`config.mk`:
```
export PLATFORM = sky130hd
export DESIGN_NAME = ostc_ctrl
export DESIGN_NICKNAME = d
export VERILOG_FILES = /design/src/rtl/ostc_pkg.sv /design/src/rtl/ostc_expire_timer.sv /design/src/rtl/ostc_ctrl.sv
export SDC_FILE = /design/constraint.sdc
export NUM_CORES = 1
export LEC_CHECK = 0
export BUFFER_PORTS_ARGS = -buffer_cell sky130_fd_sc_hd__buf_2
export CORE_ASPECT_RATIO = 0.75
export CORE_MARGIN = 2
export CORE_UTILIZATION = 40
export CTS_BUF_LIST = sky130_fd_sc_hd__clkbuf_2 sky130_fd_sc_hd__clkbuf_4 sky130_fd_sc_hd__clkbuf_8
export DETAILED_ROUTE_END_ITERATION = 8
export PLACE_DENSITY = 0.69
export SYNTH_ARGS = -nofsm -noshare
export SYNTH_HDL_FRONTEND = slang
export SYNTH_SLANG_ARGS = --single-unit
```
`constraint.sdc`:
```
create_clock -name clk -period 2.4 [get_ports clk]
set_input_delay 0.48 -clock clk [delete_from_list [all_inputs] [get_ports clk]]
set_output_delay 0.48 -clock clk [all_outputs]
set_load 0.02 [all_outputs]
```
`src/rtl/ostc_pkg.sv`:
```
// Purpose: constants and types for the oscillator startup timeout control block
// Assumes: one 250 MHz clock, APB register access, 32-bit data
// Notes: register offsets are byte addresses
// Notes on behaviour
// - select field 3:2 picks 1, 16, 64 or 256 settling counter expirations
// - ready-low output falls only after settling and the selected expirations
// - delay roughly 2.3, 37, 147 or 589 us, scaling with crystal
// - settled flag asserts in the same cycle as ready-low falls
// - keep-on bit 0 holds oscillator running in sleep; resets to 0
package ostc_pkg;

  localparam logic [7:0]  CfgOffset     = 8'h18;
  localparam logic [7:0]  IrqStatOffset = 8'h40;
  localparam logic [7:0]  IrqMaskOffset = 8'h44;
  localparam logic [7:0]  StatusOffset  = 8'h48;
  localparam logic [7:0]  CfgReset      = 8'h04;
  localparam int          SelLsb        = 2;
  localparam int          KeepOnBit     = 0;
  localparam int          Bit1          = 1;
  localparam logic [7:0]  CfgWriteMask  = 8'h3f;
  // one expiry of the settling counter, about 2.3 us at this clock
  localparam real         ExpireTimeNs  = 2300.0;
  localparam real         ClkPeriodNs   = 4.0;
  localparam logic [9:0]  ExpireCycles  = 10'($rtoi(ExpireTimeNs / ClkPeriodNs));
  localparam logic [8:0]  Expire0       = 9'h001;
  localparam logic [8:0]  Expire1       = 9'h010;
  localparam logic [8:0]  Expire2       = 9'h040;
  localparam logic [8:0]  Expire3       = 9'h100;

  typedef enum {OstcOff, OstcSettle, OstcReady} ostc_phase_t;

  typedef struct packed {
    logic [7:0] cfg;
    logic [1:0] irqStat;
    logic [1:0] irqMask;
    logic [31:0] prdata;
  } ostc_regs_t;

endpackage : ostc_pkg

```
`src/rtl/ostc_expire_timer.sv`:
```
// Purpose: settling counter counting expirations of a fixed interval
// Assumes: start pulse restarts, clear stops
// Notes: done is a level held until clear or restart
module ostc_expire_timer (
  input  wire logic       clk,
  input  wire logic       nrst,
  input  wire logic       start,
  input  wire logic       clear,
  input  wire logic [8:0] target,
  output logic            done
);

  typedef struct packed {
    logic       run;
    logic       done;
    logic [9:0] tick;
    logic [8:0] expCnt;
  } ostc_timer_t;

  ostc_timer_t s_q;
  ostc_timer_t s_d;

  always_comb begin
    s_d = s_q;
    if (clear) begin
      s_d = '0;
    end else if (start) begin
      s_d = '0;
      s_d.run = 1'b1;
    end else if (s_q.run) begin
      if (s_q.tick == ostc_pkg::ExpireCycles - 10'h001) begin
        s_d.tick = 10'h000;
        s_d.expCnt = s_q.expCnt + 9'h001;
        if (s_q.expCnt + 9'h001 == target) begin
          s_d.run = 1'b0;
          s_d.done = 1'b1;
        end
      end else begin
        s_d.tick = s_q.tick + 10'h001;
      end
    end
  end

  always_ff @(posedge clk or negedge nrst) begin
    if (!nrst) begin
      s_q <= '0;
    end else begin
      s_q <= s_d;
    end
  end

  assign done = s_q.done;

endmodule : ostc_expire_timer

```
`src/rtl/ostc_ctrl.sv`:
```
// Purpose: startup timeout and keep-on control of the crystal oscillator
// Assumes: oscRequest and sleep level come from the radio state logic
// Notes: oscStart pulse marks each oscillator start
//
// Decided for this implementation: the APB register port.
module ostc_ctrl (
  input  wire logic        clk,
  input  wire logic        nrst,
  input  wire logic        psel,
  input  wire logic        penable,
  input  wire logic        pwrite,
  input  wire logic [7:0]  paddr,
  input  wire logic [31:0] pwdata,
  output logic             pready,
  output logic             pslverr,
  output logic [31:0]      prdata,
  input  wire logic        oscRequest,
  input  wire logic        sleepMode,
  output logic             oscEnable,
  output logic             chipReadyLow,
  output logic             oscSettledFlag,
  output logic [7:0]       cfgOut,
  output logic             irq
);

  typedef struct packed {
    ostc_pkg::ostc_regs_t regs;
    logic                 oscOn;
    logic                 ready;
  } ostc_state_t;

  ostc_state_t s_q;
  ostc_state_t s_d;
  logic        timerDone;
  logic        oscStart;
  logic        wantOsc;
  logic [8:0]  target;
  logic        access;

  ////////////////////////////////////////////////////////////////////////
  always_comb begin
    case (s_q.regs.cfg[ostc_pkg::SelLsb +: 2])
      2'h0:    target = ostc_pkg::Expire0;
      2'h1:    target = ostc_pkg::Expire1;
      2'h2:    target = ostc_pkg::Expire2;
      2'h3:    target = ostc_pkg::Expire3;
      default: target = ostc_pkg::Expire0;
    endcase
  end

  // sleep gates the oscillator unless the keep-on bit holds it
  assign wantOsc  = sleepMode ? s_q.regs.cfg[ostc_pkg::KeepOnBit] : oscRequest;
  assign oscStart = wantOsc && !s_q.oscOn;
  assign access   = psel && penable;

  ostc_expire_timer u_timer (
    .clk    (clk),
    .nrst   (nrst),
    .start  (oscStart),
    .clear  (!wantOsc),
    .target (target),
    .done   (timerDone)
  );

  ////////////////////////////////////////////////////////////////////////
  always_comb begin
    s_d = s_q;
    s_d.oscOn = wantOsc;
    s_d.ready = wantOsc && timerDone && s_q.oscOn;
    // events: bit0 ready rise, bit1 ready lost; set wins over read clear
    if (access && !pwrite && paddr == ostc_pkg::IrqStatOffset) begin
      s_d.regs.irqStat = 2'h0;
    end
    if (s_d.ready && !s_q.ready) begin
      s_d.regs.irqStat[0] = 1'b1;
    end
    if (!s_d.ready && s_q.ready) begin
      s_d.regs.irqStat[1] = 1'b1;
    end
    if (access && pwrite) begin
      case (paddr)
        ostc_pkg::CfgOffset:     s_d.regs.cfg = pwdata[7:0] & ostc_pkg::CfgWriteMask;
        ostc_pkg::IrqMaskOffset: s_d.regs.irqMask = pwdata[1:0];
        default:                 s_d.regs.cfg = s_q.regs.cfg;
      endcase
    end
    // status read shows events of the setup cycle too, else the access clear would drop them
    if (psel && !penable && !pwrite) begin
      case (paddr)
        ostc_pkg::CfgOffset:     s_d.regs.prdata = {24'h000000, s_q.regs.cfg};
        ostc_pkg::IrqStatOffset: s_d.regs.prdata = {30'h0, s_d.regs.irqStat};
        ostc_pkg::IrqMaskOffset: s_d.regs.prdata = {30'h0, s_q.regs.irqMask};
        ostc_pkg::StatusOffset:  s_d.regs.prdata = {30'h0, s_q.oscOn, s_q.ready};
        default:                 s_d.regs.prdata = 32'h00000000;
      endcase
    end
  end

  always_ff @(posedge clk or negedge nrst) begin
    if (!nrst) begin
      s_q.regs.cfg     <= ostc_pkg::CfgReset;
      s_q.regs.irqStat <= 2'h0;
      s_q.regs.irqMask <= 2'h0;
      s_q.regs.prdata  <= 32'h00000000;
      s_q.oscOn        <= 1'b0;
      s_q.ready        <= 1'b0;
    end else begin
      s_q <= s_d;
    end
  end

  ////////////////////////////////////////////////////////////////////////
  assign pready         = 1'b1;
  // unmapped addresses answer with an error, reads return zero
  assign pslverr        = access && !(paddr == ostc_pkg::CfgOffset || paddr == ostc_pkg::IrqStatOffset ||
                          paddr == ostc_pkg::IrqMaskOffset || (paddr == ostc_pkg::StatusOffset && !pwrite));
  assign prdata         = s_q.regs.prdata;
  assign oscEnable      = s_q.oscOn;
  assign chipReadyLow   = !s_q.ready;
  assign oscSettledFlag = s_q.ready;
  assign cfgOut         = s_q.regs.cfg;
  assign irq            = |(s_q.regs.irqStat & s_q.regs.irqMask);

endmodule : ostc_ctrl

```
==> metrics, run 1 <==
status finished, final reports clean; antenna diode instance count 0; die area 6720 sq um; # IOs between 90 and 100; Synth cell types 42; DR WL/cell ~13 um; critical path cell sequence buf_2, or4_4, or3b_4, nor2_2, nor3_1, buf_2; IO Port Bufs 37; DR pass1 iterations 4; Startpoint Class input pin; area grow syn2layout 8.857%; HPWL after detailed placement 3782 um; clk slew on worst S/H paths 0.08 ns; Worst EP arrival 1.85 ns; Slew Viols, Final 0; final period utilization 97.02%; reported max-cap violation count 0; H-Tree Depth 2; Max FO, Critical Path 3; maximum vdd drop 0.2428 mV; Die X around 94 um; TritonCTS clock tree yes; WL final 4992 um; worst slew pin tran 0.5781 ns; Slew Limit Headroom 61.32%; Antenna Nets Post-Route 0; fill count 585; most common cell after layout, fill and taps aside dfrtp_1; clock root cell clkbuf_8; number of synthesized register bits 39; # hold bufs at CTS 0; worst skew pair latency between 0.2 and 0.3 ns; gr usage total 15.51%; Seq/Total Area, Yosys 40.22%; largest net degree at the start of global routing 26; FF-to-FF Start u_timer.s_q[9]$_DFFE_PN0P_; Slowest-stage cell, CP or4_4; post-CTS setup buffers 0; Placer Congestion around 0.87; Final Hold Violating Endpoints 0; share of cells above drive strength 1 23.18%; # setup viols final 0; crit end category output port; worst reg-to-reg path cell count 7; fin util 45.40%; Layout Skew about 0.0060 ns; synthesized area approximately 2400 sq um; Period minus WS final 2.329 ns; vias after detailed routing 1901; Buf/Inv on CP 2; HP Class input pin to asynchronous set/reset pin; syn_area_per_cell 9.033 sq um; Most common cell on crit path buf_2; CTS Sinks 39; Core Area between 5000 and 6000 sq um; worst reg2reg setup slack 0.44 ns; number of remaining DRC errors 0; CP required 1.92 ns; commonest non-fill, non-tap cells in the layout dfrtp_1 (38), buf_2 (37), nand2_1 (29), conb_1 (29), nand3_1 (18); total number of yosys warnings 0; Pwr per Cell Area 465.3 nW/um^2; Cells after Synth 269; placed inst area 2555 sq um; # nets final 352; worst setup path category input pin to output port; Leakage 0.001262 uW; RSZ-0062 raised after global routing no; setup_tns 0 ns; post-layout instance area 2645 sq um; reg-to-reg endpoint u_timer.s_q[14]$_DFFE_PN0P_; die height slightly above 70 um; Post-CTS Resized 0; initial detailed-routing violation count about 120; fmax 429.4 MHz; Max Buffers Root-to-Sink 2; vias per cell approximately 5.0; initial core utilization between 40% and 50%; vias in the first global route approximately 1700; CP top delay family simple AND/OR/NAND/NOR gates; gr ovfl total 0; CP max stage delay 0.53 ns; initial antenna violation count 0; CTS Buf Count 5; global-route wire length before repair 8238 um; # rows 24
==> synth_stat cells <==
library cell  instances  area [sq um]
o21ai_0              15         75.07
and3_1                6         37.54
conb_1                2         7.510
nor3b_4               1         18.77
dfstp_2               1         26.28
and4_4                1         11.26
or3b_4                1         11.26
nor4b_1               1         8.760
o2bb2ai_1             1         8.760
o311a_1               1         10.01
buf_4                41         307.8
nand3_1              18         90.09
nand3b_1              1         7.510
a21oi_1               8         40.04
nor3b_1               1         7.510
nor4_1                1         6.260
or3_1                 4         25.02
nor3_1               12         60.06
nor2_1               18         67.56
a222oi_1              2         20.02
a311oi_1              2         17.52
mux2i_1               1         10.01
a22o_1                5         43.79
dfrtp_1              38         950.9
xnor2_1              10         87.58
o31a_1                1         8.760
nand4_1               5         31.28
mux2_2                7         78.83
nand4bb_1             1         11.26
clkbuf_1              7         26.28
o31ai_1               2         15.01
mux2_4                2         30.03
or4_4                 1         11.26
nor2_2                1         6.260
ha_1                  3         37.54
a31oi_1               1         6.260
xor2_1                4         35.03
nand2b_1              2         12.51
inv_1                 7         26.28
and2_1                2         12.51
nand2_1              29         108.9
o21a_1                2         15.01
==> worst max path at each step <==
stage / from / end / slack [ns] / cells past startpoint
floorplan: paddr[1] / s_q[34]$_DFFE_PN0P_ / 0.09 / 5
global placement: paddr[1] / s_q[34]$_DFFE_PN0P_ / -0.06 / 6
detailed placement: paddr[1] / s_q[35]$_DFFE_PN0P_ / -0.06 / 6
CTS: paddr[1] / pslverr / 0.03 / 6
global route: paddr[1] / pslverr / 0.02 / 6
finish: paddr[1] / pslverr / 0.07 / 6
==> state kept, by name, indices dropped and copies added (netlist names) <==
name and count:
oscEnable 1, prdata 6, u_timer.done 1, cfgOut 6, u_timer.s_q 20, oscSettledFlag 1
s_q 4
==> through the flow <==
| step | total power, uW | worst slack (ns) | cells | hold slack, ns |
|---|---|---|---|---|
| 2_1_floorplan | 783.1 | 0.08973 | 296 | 0.1844 |
| 3_3_place_gp | 792.4 | -0.05618 | 373 | 0.4543 |
| 3_5_place_dp | 794.1 | -0.05958 | 373 | 0.4558 |
| 4_1_cts | 1245 | 0.03378 | 380 | 0.2001 |
| 5_1_grt | 1290 | 0.02117 | 380 | 0.2125 |
| 6_report | 1231 | 0.07140 | 380 | 0.1776 |
==> per-layer routing <==
layer  wire [um]  vias to the layer above  global-route usage, %  share of wire [%]
met4          37                        0                  3.543               0.74
met5           0                        -                      0                  0
met2        2197                       61                  23.89                 44
li1            -                      934                      -                  -
met3         303                        4                  3.365                6.1
met1        2454                      902                  22.60                 49
==> cells by family (layout without fill, tap and decap cells) <==
logic type               Yosys count  in the layout  share of synthesized area (%)
buffers and inverters             55             61                          14.83
AO/OA/AOI/OAI                     40             40                          10.71
other                              2             29                         0.3091
XOR/XNOR                          14             14                          5.046
multiplexers                      10             10                          4.892
adder cells (fa/ha/maj)            3              3                          1.545
AND/OR/NAND/NOR                  106            106                          22.45
flip-flops                        39             39                          40.22
==> where the power goes <==
group	switching [uW]	leakage, uW	internal, uW
sequential	6.49	0.000539	661
combinational	84.3	0.000675	29.6
clock	224	0.0000470	226
total	315	0.00126	916
==> final cells by class <==
class	instances	area, sq um	share of cell area (%)
inverter	7	26.28	0.9934
clock buffer	6	82.58	3.122
sequential	39	977.2	36.94
clock inverter	1	5.005	0.1892
tap	78	97.59	3.690
timing repair buffer	47	260.3	9.839
multi-input combinational	202	1196	45.22
Note: power is estimated with default switching activity, not from simulation.
==> run 2, diff against run 1 <==
--- a/config.mk
+++ b/config.mk
@@ -11,6 +11,7 @@
 export CORE_UTILIZATION = 40
 export CTS_BUF_LIST = sky130_fd_sc_hd__clkbuf_2 sky130_fd_sc_hd__clkbuf_4 sky130_fd_sc_hd__clkbuf_8
 export DETAILED_ROUTE_END_ITERATION = 8
+export MAX_ROUTING_LAYER = met4
 export PLACE_DENSITY = 0.69
 export SYNTH_ARGS = -nofsm -noshare
 export SYNTH_HDL_FRONTEND = slang
==> run 2 against run 1 <==
- power hardly changed
- clock skew about the same
- utilization unchanged
- routed wire length decreased by 0.22%
- register-to-register slack is essentially flat
- critical endpoint unchanged
==> metrics, run 2 (synthesis results as in run 1) <==
number of remaining DRC errors 0; DR pass1 iterations 4; share of cells above drive strength 1 23.18%; global-route wire length before repair 8231 um; Core Area a little under 6000 sq um; worst slew pin tran 0.5830 ns; Met2 Wirelength 2174 um; gr usage total ~16%; TritonCTS clock tree yes; status finished, final reports clean; clock root cell clkbuf_8; vias per cell just over 5; antenna diode instance count 0; IO Port Bufs 37; power consumption 1231 uW; max FFs per register 20; initial core utilization 41.71%; largest net degree at the start of global routing 26; vias in the first global route 1723; CTS Buf Count 5; Layout Skew 0.005943 ns; CP required 1.92 ns; # hold bufs at CTS 0; FF-to-FF Start u_timer.s_q[9]$_DFFE_PN0P_; worst reg-to-reg path cell count 7; fmax ~430 MHz; gr ovfl total 0; Final Hold Violating Endpoints 0; worst skew pair latency 0.29 ns; Leakage 0.001262 uW; most common cell after layout, fill and taps aside dfrtp_1; CTS Sinks 39; # rows 24; HP Class input pin to asynchronous set/reset pin; Max FO, Critical Path 3; worst setup slack after layout just over 0.07 ns; reg-to-reg endpoint u_timer.s_q[14]$_DFFE_PN0P_; Die X 94.00 um; top sig layer met4; Max Buffers Root-to-Sink 2; worst reg2reg setup slack 0.44 ns; initial detailed-routing violation count between 100 and 150; Slew Limit Headroom 60.99%; RSZ-0062 raised after global routing no; vias after detailed routing 1948; Pwr per Cell Area 465.4 nW/um^2; DR WL/cell 13.11 um; WL met1 2414 um; wire length on met3 354 um; Startpoint Class input pin; clk slew on worst S/H paths 0.08 ns; area grow syn2layout 8.857%; Reg with most FFs u_timer.s_q; maximum vdd drop around 0.24 mV; WL final 4981 um; Worst EP arrival 1.85 ns; Antenna Nets Post-Route 0; reported max-cap violation count 0; worst setup path category input pin to output port; Slew Viols, Final 0; H-Tree Depth 2; # IOs 93; die area a little under 7000 sq um; HPWL after detailed placement 3782 um; die height 71.50 um; Setup WS pre-CTS -0.05958 ns; crit end category output port; # setup viols final 0; Placer Congestion 0.8845; initial antenna violation count 0; commonest non-fill, non-tap cells in the layout dfrtp_1 (38), buf_2 (37), nand2_1 (29), conb_1 (29), nand3_1 (18); Period minus WS final 2.329 ns; # nets final approximately 350; final period utilization 97.05%
==> run 2: cell counts in the layout (fill, tap and decap cells not counted) <==
Identical to the previous run, type by type.
==> run 2: area by class of cell <==
type / count / area, sq um
fillers: 585 / 3181
multi-input cells: 202 / 1196
flip-flops and latches: 39 / 977.2
repair buffers: 47 / 260.3
well taps: 78 / 97.59
clock buffers: 6 / 82.58
inverters: 7 / 26.28
clock inverters: 1 / 5.005
==> run 2: critical path: stages <==
cell,delay (ns)
buf_2,0.10
or4_4,0.53
or3b_4,0.42
nor2_2,0.11
nor3_1,0.05
buf_2,0.16
==> run 2: worst max path at each step <==
stage                        start                  end  slack, ns  cells past startpoint
after detailed placement  paddr[1]  s_q[35]$_DFFE_PN0P_      -0.06                      6
after CTS                 paddr[1]              pslverr       0.03                      6
final                     paddr[1]              pslverr       0.07                      6
after floorplan           paddr[1]  s_q[34]$_DFFE_PN0P_       0.09                      5
after global placement    paddr[1]  s_q[34]$_DFFE_PN0P_      -0.06                      6
after global routing      paddr[1]              pslverr       0.02                      6
==> run 2: where the power goes <==
group | total (uW) | internal [uW] | switching (uW)
clock | 450 | 226 | 224
combinational | 114 | 29.6 | 84.2
sequential | 667 | 661 | 6.59
==> run 2: stage by stage <==
stage	setup TNS (ns)	cell area (sq um)	hold slack, ns	cells	utilization [%]
floorplan	0	2531	0.1844	296	-
global placement	-0.1104	2555	0.4543	373	43.86
detailed placement	-0.1809	2555	0.4558	373	43.86
CTS	0	2643	0.2001	380	45.36
global route	0	2645	0.2125	380	45.40
finish	0	2645	0.1773	380	45.40
==> run 2: routing by layer <==
| metal | track usage [%] | up-vias |
|---|---|---|
| li1 | - | 935 |
| met2 | 23.89 | 86 |
| met1 | 22.67 | 923 |
| met4 | 3.543 | 0 |
| met5 | - | - |
| met3 | 3.260 | 4 |
==> run 2: timing repair <==
item / in CTS / in global routing
setup endpoints to repair: 0 / 1
setup buffers: 0 / 0
gates resized for setup: 0 / 1
